===== config.mk =====
export PLATFORM = sky130hd
export DESIGN_NAME = fdcst_core
export DESIGN_NICKNAME = d
export VERILOG_FILES = /design/src/fdcst_pkg.sv /design/src/fdcst_core.sv
export SDC_FILE = /design/constraint.sdc
export NUM_CORES = 1
export LEC_CHECK = 0
export ABC_AREA = 1
export BUFFER_PORTS_ARGS = -buffer_cell sky130_fd_sc_hd__buf_2
export CAP_MARGIN = 15
export CORE_AREA = 2 2 116 84
export DETAILED_ROUTE_END_ITERATION = 8
export DIE_AREA = 0 0 118 86
export HOLD_SLACK_MARGIN = 0.12
export PLACE_DENSITY = 0.53
export SLEW_MARGIN = 20
export SYNTH_ARGS = -nofsm -noshare
export SYNTH_HDL_FRONTEND = slang
export SYNTH_SLANG_ARGS = --single-unit

===== constraint.sdc =====
create_clock -name ref_clk -period 5.2 [get_ports ref_clk]
set_input_delay 1.04 -clock ref_clk [delete_from_list [all_inputs] [get_ports ref_clk]]
set_output_delay 1.04 -clock ref_clk [all_outputs]
set_load 0.005 [all_outputs]

===== src/fdcst_pkg.sv =====
// Constants, encodings and carrier types of the floppy status block
package fdcst_pkg;

    // ****************************************
    // Register map
    // ****************************************
    localparam logic [1:0] ADDR_STATUS_CMD = 2'h0;
    localparam logic [1:0] ADDR_DATA = 2'h1;
    localparam logic [1:0] ADDR_CTRL = 2'h2;
    localparam logic [7:0] RDATA_NONE = 8'h00;
    localparam int CTRL_MFM_BIT = 0;
    localparam int CTRL_SLOW_BIT = 1;
    localparam logic [1:0] CTRL_RESET = 2'h0;
    localparam logic [7:0] DATA_RESET = 8'h00;

    // ****************************************
    // Status bit positions
    // ****************************************
    localparam int S_BUSY = 0;
    localparam int S_DRQ = 1;
    localparam int S_B2 = 2;
    localparam int S_CRC = 3;
    localparam int S_B4 = 4;
    localparam int S_B5 = 5;
    localparam int S_B6 = 6;
    localparam int S_NRDY = 7;

    // ****************************************
    // Command codes in the low bits of a command write
    // ****************************************
    localparam logic [2:0] CMD_POSITION = 3'h0;
    localparam logic [2:0] CMD_RD_ADDR = 3'h1;
    localparam logic [2:0] CMD_RD_SEC = 3'h2;
    localparam logic [2:0] CMD_RD_TRK = 3'h3;
    localparam logic [2:0] CMD_WR_SEC = 3'h4;
    localparam logic [2:0] CMD_WR_TRK = 3'h5;
    localparam logic [2:0] CMD_FORCE = 3'h6;

    typedef enum logic [5:0] {
        K_POS = 6'h01,
        K_RADDR = 6'h02,
        K_RSEC = 6'h04,
        K_RTRK = 6'h08,
        K_WSEC = 6'h10,
        K_WTRK = 6'h20
    } fdcst_kind_t;

    // ****************************************
    // Bit cell timing
    // ****************************************
    localparam int CLK_PERIOD_NS = 5;
    localparam int CELL_MFM_NS = 2000;
    localparam int CELL_FM_NS = 4000;
    localparam int CELL_MFM_CYC = CELL_MFM_NS / CLK_PERIOD_NS;
    localparam int CELL_FM_CYC = CELL_FM_NS / CLK_PERIOD_NS;
    localparam int CELLS_PER_BYTE = 8;

    typedef struct packed {
        logic [1:0] addr;
        logic [7:0] wdata;
        logic wr;
        logic rd;
    } fdcst_bus_t;

    typedef struct packed {
        logic done;
        logic seek_err;
        logic crc_err;
        logic record_not_found;
        logic deleted_mark;
        logic write_fault;
        logic byte_stb;
        logic [7:0] byte_val;
    } fdcst_ev_t;

endpackage


===== src/fdcst_core.sv =====
// Status word, data holding register and bit cell timing of the controller
`timescale 1ns/10ps
`default_nettype none

module fdcst_core (
    input wire logic ref_clk,
    input wire logic rstn,
    input wire fdcst_pkg::fdcst_bus_t bus,
    output logic [7:0] rdata,
    input wire fdcst_pkg::fdcst_ev_t ev,
    input wire logic ready_in,
    input wire logic master_reset_in,
    input wire logic write_protect_in_n,
    input wire logic head_settle_in,
    input wire logic track_zero_in_n,
    input wire logic index_pulse_in_n,
    output logic head_load_out,
    output logic byte_transfer_request,
    output logic command_done_irq,
    output logic bit_cell_en,
    output logic [7:0] data_to_engine
);

    // ****************************************
    // Bus decode
    // ****************************************
    wire logic sel_st = bus.addr == fdcst_pkg::ADDR_STATUS_CMD;
    wire logic sel_dr = bus.addr == fdcst_pkg::ADDR_DATA;
    wire logic sel_ct = bus.addr == fdcst_pkg::ADDR_CTRL;
    wire logic cmd_wr = bus.wr && sel_st;
    wire logic st_rd = bus.rd && sel_st;
    wire logic dr_acc = (bus.wr || bus.rd) && sel_dr;
    wire logic [2:0] cmd_code = bus.wdata[2:0];
    wire logic not_ready = !ready_in || master_reset_in;

    fdcst_pkg::fdcst_kind_t kind_q, kind_d;
    logic busy_q, drq_q, irq_q, hld_q, cell_q;
    logic b2_q, crc_q, b4_q, b5_q, b6_q;
    logic [1:0] ctrl_q;
    logic [7:0] dr_q, rdata_q;
    logic [10:0] cell_cnt_q;
    logic [2:0] byte_cnt_q;

    // ****************************************
    // Command acceptance
    // ****************************************
    wire logic is_force = cmd_code == fdcst_pkg::CMD_FORCE;
    wire logic is_pos = cmd_code == fdcst_pkg::CMD_POSITION;
    wire logic known = cmd_code <= fdcst_pkg::CMD_WR_TRK;
    // Types II and III never start on a drive that is not ready
    wire logic refused = cmd_wr && !is_pos && known && not_ready;
    wire logic start = cmd_wr && known && !refused && !busy_q;
    // Force with nothing running reverts to positioning status
    wire logic idle_force = cmd_wr && is_force && !busy_q;
    wire logic update = start || idle_force;
    wire logic is_write = kind_q == fdcst_pkg::K_WSEC
        || kind_q == fdcst_pkg::K_WTRK;
    wire logic is_xfer = kind_q != fdcst_pkg::K_POS;

    always_comb begin
        kind_d = kind_q;
        if (idle_force) begin
            kind_d = fdcst_pkg::K_POS;
        end else if (start) begin
            case (cmd_code)
                fdcst_pkg::CMD_POSITION: kind_d = fdcst_pkg::K_POS;
                fdcst_pkg::CMD_RD_ADDR: kind_d = fdcst_pkg::K_RADDR;
                fdcst_pkg::CMD_RD_SEC: kind_d = fdcst_pkg::K_RSEC;
                fdcst_pkg::CMD_RD_TRK: kind_d = fdcst_pkg::K_RTRK;
                fdcst_pkg::CMD_WR_SEC: kind_d = fdcst_pkg::K_WSEC;
                fdcst_pkg::CMD_WR_TRK: kind_d = fdcst_pkg::K_WTRK;
                default: kind_d = kind_q;
            endcase
        end
    end

    // ****************************************
    // Bit cell divider and byte timer
    // ****************************************
    wire logic mfm = ctrl_q[fdcst_pkg::CTRL_MFM_BIT];
    wire logic slow = ctrl_q[fdcst_pkg::CTRL_SLOW_BIT];
    wire logic [10:0] cell_base = mfm ? 11'(fdcst_pkg::CELL_MFM_CYC)
        : 11'(fdcst_pkg::CELL_FM_CYC);
    // A 1 MHz master clock doubles every cell
    wire logic [10:0] cell_len = slow ? 11'(cell_base << 1) : cell_base;
    // Compare by range so a rate change never lets the count run past
    wire logic cell_wrap = cell_cnt_q >= cell_len - 11'h001;
    wire logic byte_end = cell_wrap && drq_q && busy_q && byte_cnt_q ==
        3'(fdcst_pkg::CELLS_PER_BYTE - 1);
    wire logic lost_set = byte_end && is_xfer;

    // ****************************************
    // Request and error capture
    // ****************************************
    wire logic rd_kind = kind_q == fdcst_pkg::K_RSEC
        || kind_q == fdcst_pkg::K_RADDR || kind_q == fdcst_pkg::K_RTRK;
    wire logic byte_in = busy_q && ev.byte_stb && is_xfer;
    wire logic wr_start = start && (cmd_code == fdcst_pkg::CMD_WR_SEC
        || cmd_code == fdcst_pkg::CMD_WR_TRK);
    // A new request in the same cycle as an access wins over the clear
    wire logic drq_d = byte_in || wr_start
        || (drq_q && !dr_acc && !update && !ev.done);
    wire logic done = busy_q && (ev.done || (cmd_wr && is_force));
    wire logic busy_d = start || (busy_q && !done
        && !master_reset_in);
    wire logic irq_d = done || refused || (irq_q && !st_rd);
    wire logic err_ev = busy_q && !update;
    wire logic b4_d = !update && (b4_q || (err_ev
        && (ev.seek_err || ev.record_not_found)));
    wire logic crc_d = !update && (crc_q || (err_ev
        && ev.crc_err));
    wire logic b5_d = !update && (b5_q || (err_ev && ((ev.deleted_mark
        && kind_q == fdcst_pkg::K_RSEC)
        || (ev.write_fault && is_write))));
    wire logic b6_d = !update && (b6_q || (err_ev && is_write
        && !write_protect_in_n));
    wire logic b2_d = !update && (b2_q || lost_set);

    // ****************************************
    // Status assembly by command kind
    // ****************************************
    logic [7:0] status;
    always_comb begin
        status = 8'h00;
        status[fdcst_pkg::S_NRDY] = not_ready;
        status[fdcst_pkg::S_BUSY] = busy_q;
        case (kind_q)
            fdcst_pkg::K_POS: begin
                status[fdcst_pkg::S_B6] = !write_protect_in_n;
                status[fdcst_pkg::S_B5] = hld_q && head_settle_in;
                status[fdcst_pkg::S_B4] = b4_q;
                status[fdcst_pkg::S_CRC] = crc_q;
                status[fdcst_pkg::S_B2] = !track_zero_in_n;
                status[fdcst_pkg::S_DRQ] = !index_pulse_in_n;
            end
            fdcst_pkg::K_RADDR, fdcst_pkg::K_RSEC: begin
                status[fdcst_pkg::S_B5] = b5_q;
                status[fdcst_pkg::S_B4] = b4_q;
                status[fdcst_pkg::S_CRC] = crc_q;
                status[fdcst_pkg::S_B2] = b2_q;
                status[fdcst_pkg::S_DRQ] = drq_q;
            end
            fdcst_pkg::K_RTRK: begin
                status[fdcst_pkg::S_B2] = b2_q;
                status[fdcst_pkg::S_DRQ] = drq_q;
            end
            fdcst_pkg::K_WSEC: begin
                status[fdcst_pkg::S_B6] = b6_q;
                status[fdcst_pkg::S_B5] = b5_q;
                status[fdcst_pkg::S_B4] = b4_q;
                status[fdcst_pkg::S_CRC] = crc_q;
                status[fdcst_pkg::S_B2] = b2_q;
                status[fdcst_pkg::S_DRQ] = drq_q;
            end
            fdcst_pkg::K_WTRK: begin
                status[fdcst_pkg::S_B6] = b6_q;
                status[fdcst_pkg::S_B5] = b5_q;
                status[fdcst_pkg::S_B2] = b2_q;
                status[fdcst_pkg::S_DRQ] = drq_q;
            end
            default: status = 8'h00;
        endcase
    end

    // Status has no write path: a write at its address is a command
    wire logic [7:0] rdata_d = !bus.rd ? fdcst_pkg::RDATA_NONE
        : sel_st ? status
        : sel_dr ? dr_q
        : sel_ct ? {6'h00, ctrl_q} : fdcst_pkg::RDATA_NONE;
    // Format bytes pass untouched, so no index mark is ever demanded
    wire logic [7:0] dr_d = (byte_in && rd_kind) ? ev.byte_val
        : (bus.wr && sel_dr) ? bus.wdata : dr_q;

    // ****************************************
    // Registers
    // ****************************************
    always_ff @(posedge ref_clk or negedge rstn) begin
        if (!rstn) begin
            kind_q <= fdcst_pkg::K_POS;
            busy_q <= 1'b0;
            drq_q <= 1'b0;
            irq_q <= 1'b0;
            hld_q <= 1'b0;
            b2_q <= 1'b0;
            crc_q <= 1'b0;
            b4_q <= 1'b0;
            b5_q <= 1'b0;
            b6_q <= 1'b0;
            ctrl_q <= fdcst_pkg::CTRL_RESET;
            dr_q <= fdcst_pkg::DATA_RESET;
            rdata_q <= fdcst_pkg::RDATA_NONE;
        end else begin
            kind_q <= kind_d;
            busy_q <= busy_d;
            drq_q <= drq_d;
            irq_q <= irq_d;
            hld_q <= start || (hld_q && !master_reset_in);
            b2_q <= b2_d;
            crc_q <= crc_d;
            b4_q <= b4_d;
            b5_q <= b5_d;
            b6_q <= b6_d;
            ctrl_q <= (bus.wr && sel_ct) ? bus.wdata[1:0] : ctrl_q;
            dr_q <= dr_d;
            rdata_q <= rdata_d;
        end
    end

    // Byte timer restarts whenever the request is answered
    always_ff @(posedge ref_clk or negedge rstn) begin
        if (!rstn) begin
            cell_cnt_q <= 11'h000;
            cell_q <= 1'b0;
            byte_cnt_q <= 3'h0;
        end else begin
            cell_cnt_q <= cell_wrap ? 11'h000 : cell_cnt_q + 11'h001;
            cell_q <= cell_wrap;
            if (!drq_q || dr_acc) begin
                byte_cnt_q <= 3'h0;
            end else if (cell_wrap) begin
                byte_cnt_q <= byte_cnt_q + 3'h1;
            end
        end
    end

    assign rdata = rdata_q;
    assign head_load_out = hld_q;
    assign byte_transfer_request = drq_q;
    assign command_done_irq = irq_q;
    assign bit_cell_en = cell_q;
    assign data_to_engine = dr_q;
endmodule

`default_nettype wire


After elaboration in Yosys (flattened, before gate mapping)
Index checks and enable logic that the tools add are counted.
{"block": "totals", "register_bits": 48, "input_bits": 35, "out_inout_bits": 20}
{"block": "op_classes", "addsub": 3, "n_lt_le_gt_ge": 2, "eq_ne": 16, "n_mux": 20, "n_reduce_logical": 91}
{"operator": "logical AND 1 bit", "n": 43}
{"operator": "two-way mux 8 bit", "n": 5}
{"operator": "case mux 6 bit (6 select lines)", "n": 1}
{"operator": "logical OR 1 bit", "n": 22}
{"operator": "two-way mux 11 bit", "n": 2}
{"operator": "zero test 1 bit", "n": 14}
{"operator": "equality test 3 bit (second input constant)", "n": 4}
{"operator": "two-way mux 6 bit", "n": 2}
{"operator": "adder 11 x 1 -> 11 bit (second input constant)", "n": 1}
{"operator": ">= comparator 11 bit", "n": 1}
{"operator": "subtractor 11 x 1 -> 11 bit (second input constant)", "n": 1}
{"operator": "two-way mux 10 bit", "n": 1}
{"operator": "OR reduction 4 bit", "n": 2}
{"operator": "nonzero test 7 bit", "n": 1}
{"operator": "equality test 3 x 2 -> 1 bit (second input constant)", "n": 2}
{"operator": "equality test 6 x 1 -> 1 bit (second input constant)", "n": 1}
{"operator": "equality test 6 x 2 -> 1 bit (second input constant)", "n": 1}
{"operator": "equality test 6 x 3 -> 1 bit (second input constant)", "n": 1}
{"operator": "equality test 6 x 4 -> 1 bit (second input constant)", "n": 1}
{"operator": "equality test 6 x 5 -> 1 bit (second input constant)", "n": 1}
{"operator": "equality test 6 bit (second input constant)", "n": 1}
{"operator": "two-way mux 3 bit", "n": 2}
{"operator": "!= test 6 x 1 -> 1 bit (second input constant)", "n": 1}
{"operator": "nonzero test 2 bit", "n": 3}
{"operator": "15 further kinds", "n": 18}

Logic depth before layout (Yosys ltp)
{"block": "logic_depth", "depth_word": 15, "ltp_mapped": 13, "depth_no_buf": 13}

Worst setup path after synthesis
OpenSTA, ideal clock, no wires.
{"block": "synth_timing", "kind": "in2reg", "start": "input bus[1] in the netlist's numbering", "end": "register kind_q[5]", "setup_ps": 118, "t_arrival_ps": 1848, "slack_ps": 3233, "path_stages": 9, "path_cell_list": "buf_2 > nand2_4 > inv_2 > nand3_2 > nand2_4 > nand2_4 > buf_12 > nand2_2 > o21ai_2"}
{"block": "synth_between", "elab_chain_cells": 9, "elab_cells_between_ends": 14}
{"item": "start, declared", "line_no": "fdcst_core.sv:8", "text": "input wire fdcst_pkg::fdcst_bus_t bus,"}
{"item": "logical AND 1 bit (*)", "line_no": "fdcst_core.sv:30", "text": "wire logic cmd_wr = bus.wr && sel_st;"}
{"item": "logical AND 1 bit (3 in series)", "line_no": "fdcst_core.sv:51", "text": "wire logic refused = cmd_wr && !is_pos && known && not_ready;"}
{"item": "zero test 1 bit", "line_no": "fdcst_core.sv:52", "text": "wire logic start = cmd_wr && known && !refused && !busy_q;"}
{"item": "logical AND 1 bit (2 in series)", "line_no": "fdcst_core.sv:52"}
{"item": "nonzero test 2 bit (no source line)"}
{"item": "AND reduction 2 bit (no source line)"}
{"item": "end signal, assigned", "line_no": "fdcst_core.sv:179", "text": "kind_q <= fdcst_pkg::K_POS;"}
{"item": "end signal, assigned", "line_no": "fdcst_core.sv:193", "text": "kind_q <= kind_d;"}
{"item": "end, declared", "line_no": "fdcst_core.sv:36", "text": "fdcst_pkg::fdcst_kind_t kind_q, kind_d;"}
Every way passes the cells marked *; elsewhere a longest branch is shown, timed or not.
A chain may end at the register's enable or synchronous reset.

Worst setup path after layout
{"block": "layout_timing", "start": "register ctrl_q[0]", "end": "register byte_cnt_q[2]"}
{"block": "layout_between", "elab_chain_cells": 5}
{"item": "start, declared", "line_no": "fdcst_core.sv:39", "text": "logic [1:0] ctrl_q;"}
{"item": "start signal, assigned", "line_no": "fdcst_core.sv:189", "text": "ctrl_q <= fdcst_pkg::CTRL_RESET;"}
{"item": "start signal, assigned", "line_no": "fdcst_core.sv:203", "text": "ctrl_q <= (bus.wr && sel_ct) ? bus.wdata[1:0] : ctrl_q;"}
{"item": "two-way mux 10 bit", "line_no": "fdcst_core.sv:82", "text": "wire logic [10:0] cell_base = mfm ? 11'(fdcst_pkg::CELL_MFM_CYC)"}
{"item": "two-way mux 11 bit", "line_no": "fdcst_core.sv:85", "text": "wire logic [10:0] cell_len = slow ? 11'(cell_base << 1) : cell_base;"}
{"item": "subtractor 11 x 1 -> 11 bit", "line_no": "fdcst_core.sv:87", "text": "wire logic cell_wrap = cell_cnt_q >= cell_len - 11'h001;"}
{"item": ">= comparator 11 bit", "line_no": "fdcst_core.sv:87"}
{"item": "nonzero test 2 bit (no source line)"}
{"item": "end signal, assigned", "line_no": "fdcst_core.sv:221", "text": "byte_cnt_q <= byte_cnt_q + 3'h1;"}
{"item": "end, declared", "line_no": "fdcst_core.sv:42", "text": "logic [2:0] byte_cnt_q;"}
No other way between the ends.

==> run metrics <==
status=completed; Setup TNS=0 ns; commonest non-fill, non-tap cell in the layout=nand2_1; predominant post-synthesis flop cell=dfrtp_1; startpoint types=register; commonest cells after routing, fill and taps aside=88 x nand2_1, 54 x buf_2, 47 x dfrtp_1; Worst Setup End Kind=register; GRT Residual Overflow=0; CTS-repair resized insts=0; post-layout net count=468; fin cells=around 550; post-layout min period=about 2.1 ns; final wirelength=7190 um; type of the worst min-delay path=reg -> reg; H-tree Lvls=2; routability cong.=between 0.8 and 0.9; met3 global-route usage=0.0266; WS Path Type=reg -> reg; fin crit share=0.397; synth warn=0; Top Ports=between 50 and 60; die area=~10000 um2; Total GRT Usage=0.148; CP most frequent cell=nor2_1; CP bufs+invs=1; ANT nets after route=0; clock sink total=48; Root Buffer=clkbuf_16; Synth Instances=about 370; post-CTS setup buffers=0; number of global-route vias before repair=between 2000 and 2500; CP max stage delay=about 0.42 ns; GR Util met2=0.217; Post-Synthesis Cell Area=around 2800 um2; GR met1 Demand/Resource=0.228; critical-path maximum fanout=14; VDD IR-drop max=about 140 uV; largest net degree at the start of global routing=49; share of cells above drive strength 1=0.255; ANT cells=0; Final setup viols=0; Syn Area/Cell=approximately 7.7 um2; die height=about 86 um; post-DP HPWL=5700 um; measured slew at the worst slew-check pin=roughly 0.64 ns; Clk Latency, worst-skew pair=between 0.2 and 0.3 ns; synth unique cells=37; Crit path max-delay family=simple AND/OR/NAND/NOR gates; clock-pin slew on the worst setup and hold paths=~0.070 ns; Num CTS Buffers=5; PortBufs=between 50 and 60; vias per inst=roughly 4.6; worst relative slew slack=0.576; DR iter-0 viols=198; Pre-antenna DRT Iters=4; #FFs+latches synth=48; Initial Util=0.317; clk_skew=around 0.011 ns; slowest CP cell=dfrtp_1; RSZ-0062 raised after global routing=false; sequential share of the synthesized area=0.424; FMAX=between 400 and 500 MHz; Vias=approximately 2500; Async S/R FF share, synth=1.00; CP required=approximately 5.4 ns; drc violations=0; Die Wd=~120 um; max-cap viol count=0; CTS tree=yes; number of flops mapped to enable cells by yosys=0; synth-to-layout area growth=18.8%; arrival time worst endpoint=between 2 and 2.5 ns; Leak Pwr=roughly 1.8 nW; # hold bufs at CTS=0; Power Density=346 nW/um2; Wirelength per Cell=around 13 um; placed insts=540; Syn Nets=about 410; clock buffer depth=2; Rows=29; critical path, cell by cell=nor2_1, inv_1, ha_1, nand2_1, nor2_1, nand2_1, nor2_1, nor2_1, nand2_2, nor2_1, nand2_1, nand2_1; first-pass GRT wire length=11900 um; initial antenna violation count=0; Pins Over Slew Limit=0; GRT busiest layer=met1; Fin. Hold Viols=0; Core Footprint=~9000 um2
state kept, by name, summed over array words and instances (netlist names), 2 cells and up:
register        count
cell_cnt_q         11
kind_q              6
rdata               8
ctrl_q              2
data_to_engine      8
byte_cnt_q          3
worst min-delay path, stage by stage (launching register included):
cell and delay (ns):
dfrtp_1 0.35, nand2_1 0.06, nand2_1 0.05
worst paths after layout:
check	from	end	slack, ns	cells past startpoint
worst max-delay path	ctrl_q[0]	byte_cnt_q[2]	3.14	12
worst min-delay path	byte_cnt_q[1]	byte_cnt_q[1]	0.49	2
worst max register to register	ctrl_q[0]	byte_cnt_q[2]	3.14	12
worst min register to register	byte_cnt_q[1]	byte_cnt_q[1]	0.49	2
max in group asynchronous	rstn	cell_cnt_q[9]	3.92	2
min in group asynchronous	rstn	bit_cell_en	0.86	2
layer usage:
metal | up-vias | part of all wire
met3 | 2 | 0.046
met5 | - | 0
met1 | 1189 | 0.53
met2 | 53 | 0.42
li1 | 1288 | -
met4 | 0 | 0.0043
kinds of logic after synthesis:
group,after synthesis,synth area share
AO/OA/AOI/OAI,48,0.106
flip-flops,48,0.424
AND/OR/NAND/NOR,199,0.331
buffers and inverters,60,0.0904
XOR/XNOR,1,0.00309
other,1,0.00132
adder cells (fa/ha/maj),10,0.0441
power by group:
group | total, mW | internal, mW | switching (mW) | leakage [nW]
registers | 0.507 | 0.442 | 0.0646 | 0.623
clock network | 0.335 | 0.191 | 0.143 | 0.0691
logic | 0.324 | 0.126 | 0.199 | 1.09
total | 1.17 | 0.760 | 0.406 | 1.79
Yosys cell counts, types with 2 or more instances:
master	count	area [um2]
nand2_1	88	330
dfrtp_1	47	1180
inv_1	45	169
nor2_1	37	139
nand3_1	36	180
a21oi_1	13	65.1
o21ai_0	12	60.1
ha_1	10	125
inv_2	9	33.8
nor3_1	8	40.0
o21ai_2	8	70.1
nor2_2	6	37.5
a21oi_2	4	35.0
nand2_4	4	45.0
nand4_1	4	25.0
nor2_4	4	45.0
a31oi_1	3	18.8
buf_2	3	15.0
nand2_2	3	18.8
o21ai_1	3	15.0
nor3_2	2	20.0
o21a_1	2	15.0
or2_2	2	12.5
cell type report:
cell class,count,area (um2)
timing repair buffer,55,278
clock buffer,6,139
inverter,54,203
tap,124,155
sequential,48,1200
multi-input combinational,259,1380
fill,971,5590
clock inverter,2,15.0
per-stage QoR:
step / setup WS, ns / util / hold slack [ns] / power [mW] / cell area [um2]
after floorplan: 3.23 / - / 0.446 / 0.728 / 2840
after global placement: 2.98 / 0.359 / 0.464 / 0.837 / 3220
after detailed placement: 2.95 / 0.359 / 0.468 / 0.841 / 3220
after CTS: 3.12 / 0.376 / 0.484 / 1.18 / 3370
after global routing: 2.88 / 0.376 / 0.510 / 1.26 / 3370
final: 3.14 / 0.376 / 0.485 / 1.17 / 3370
No activity file was read; power rests on OpenSTA's default activity.
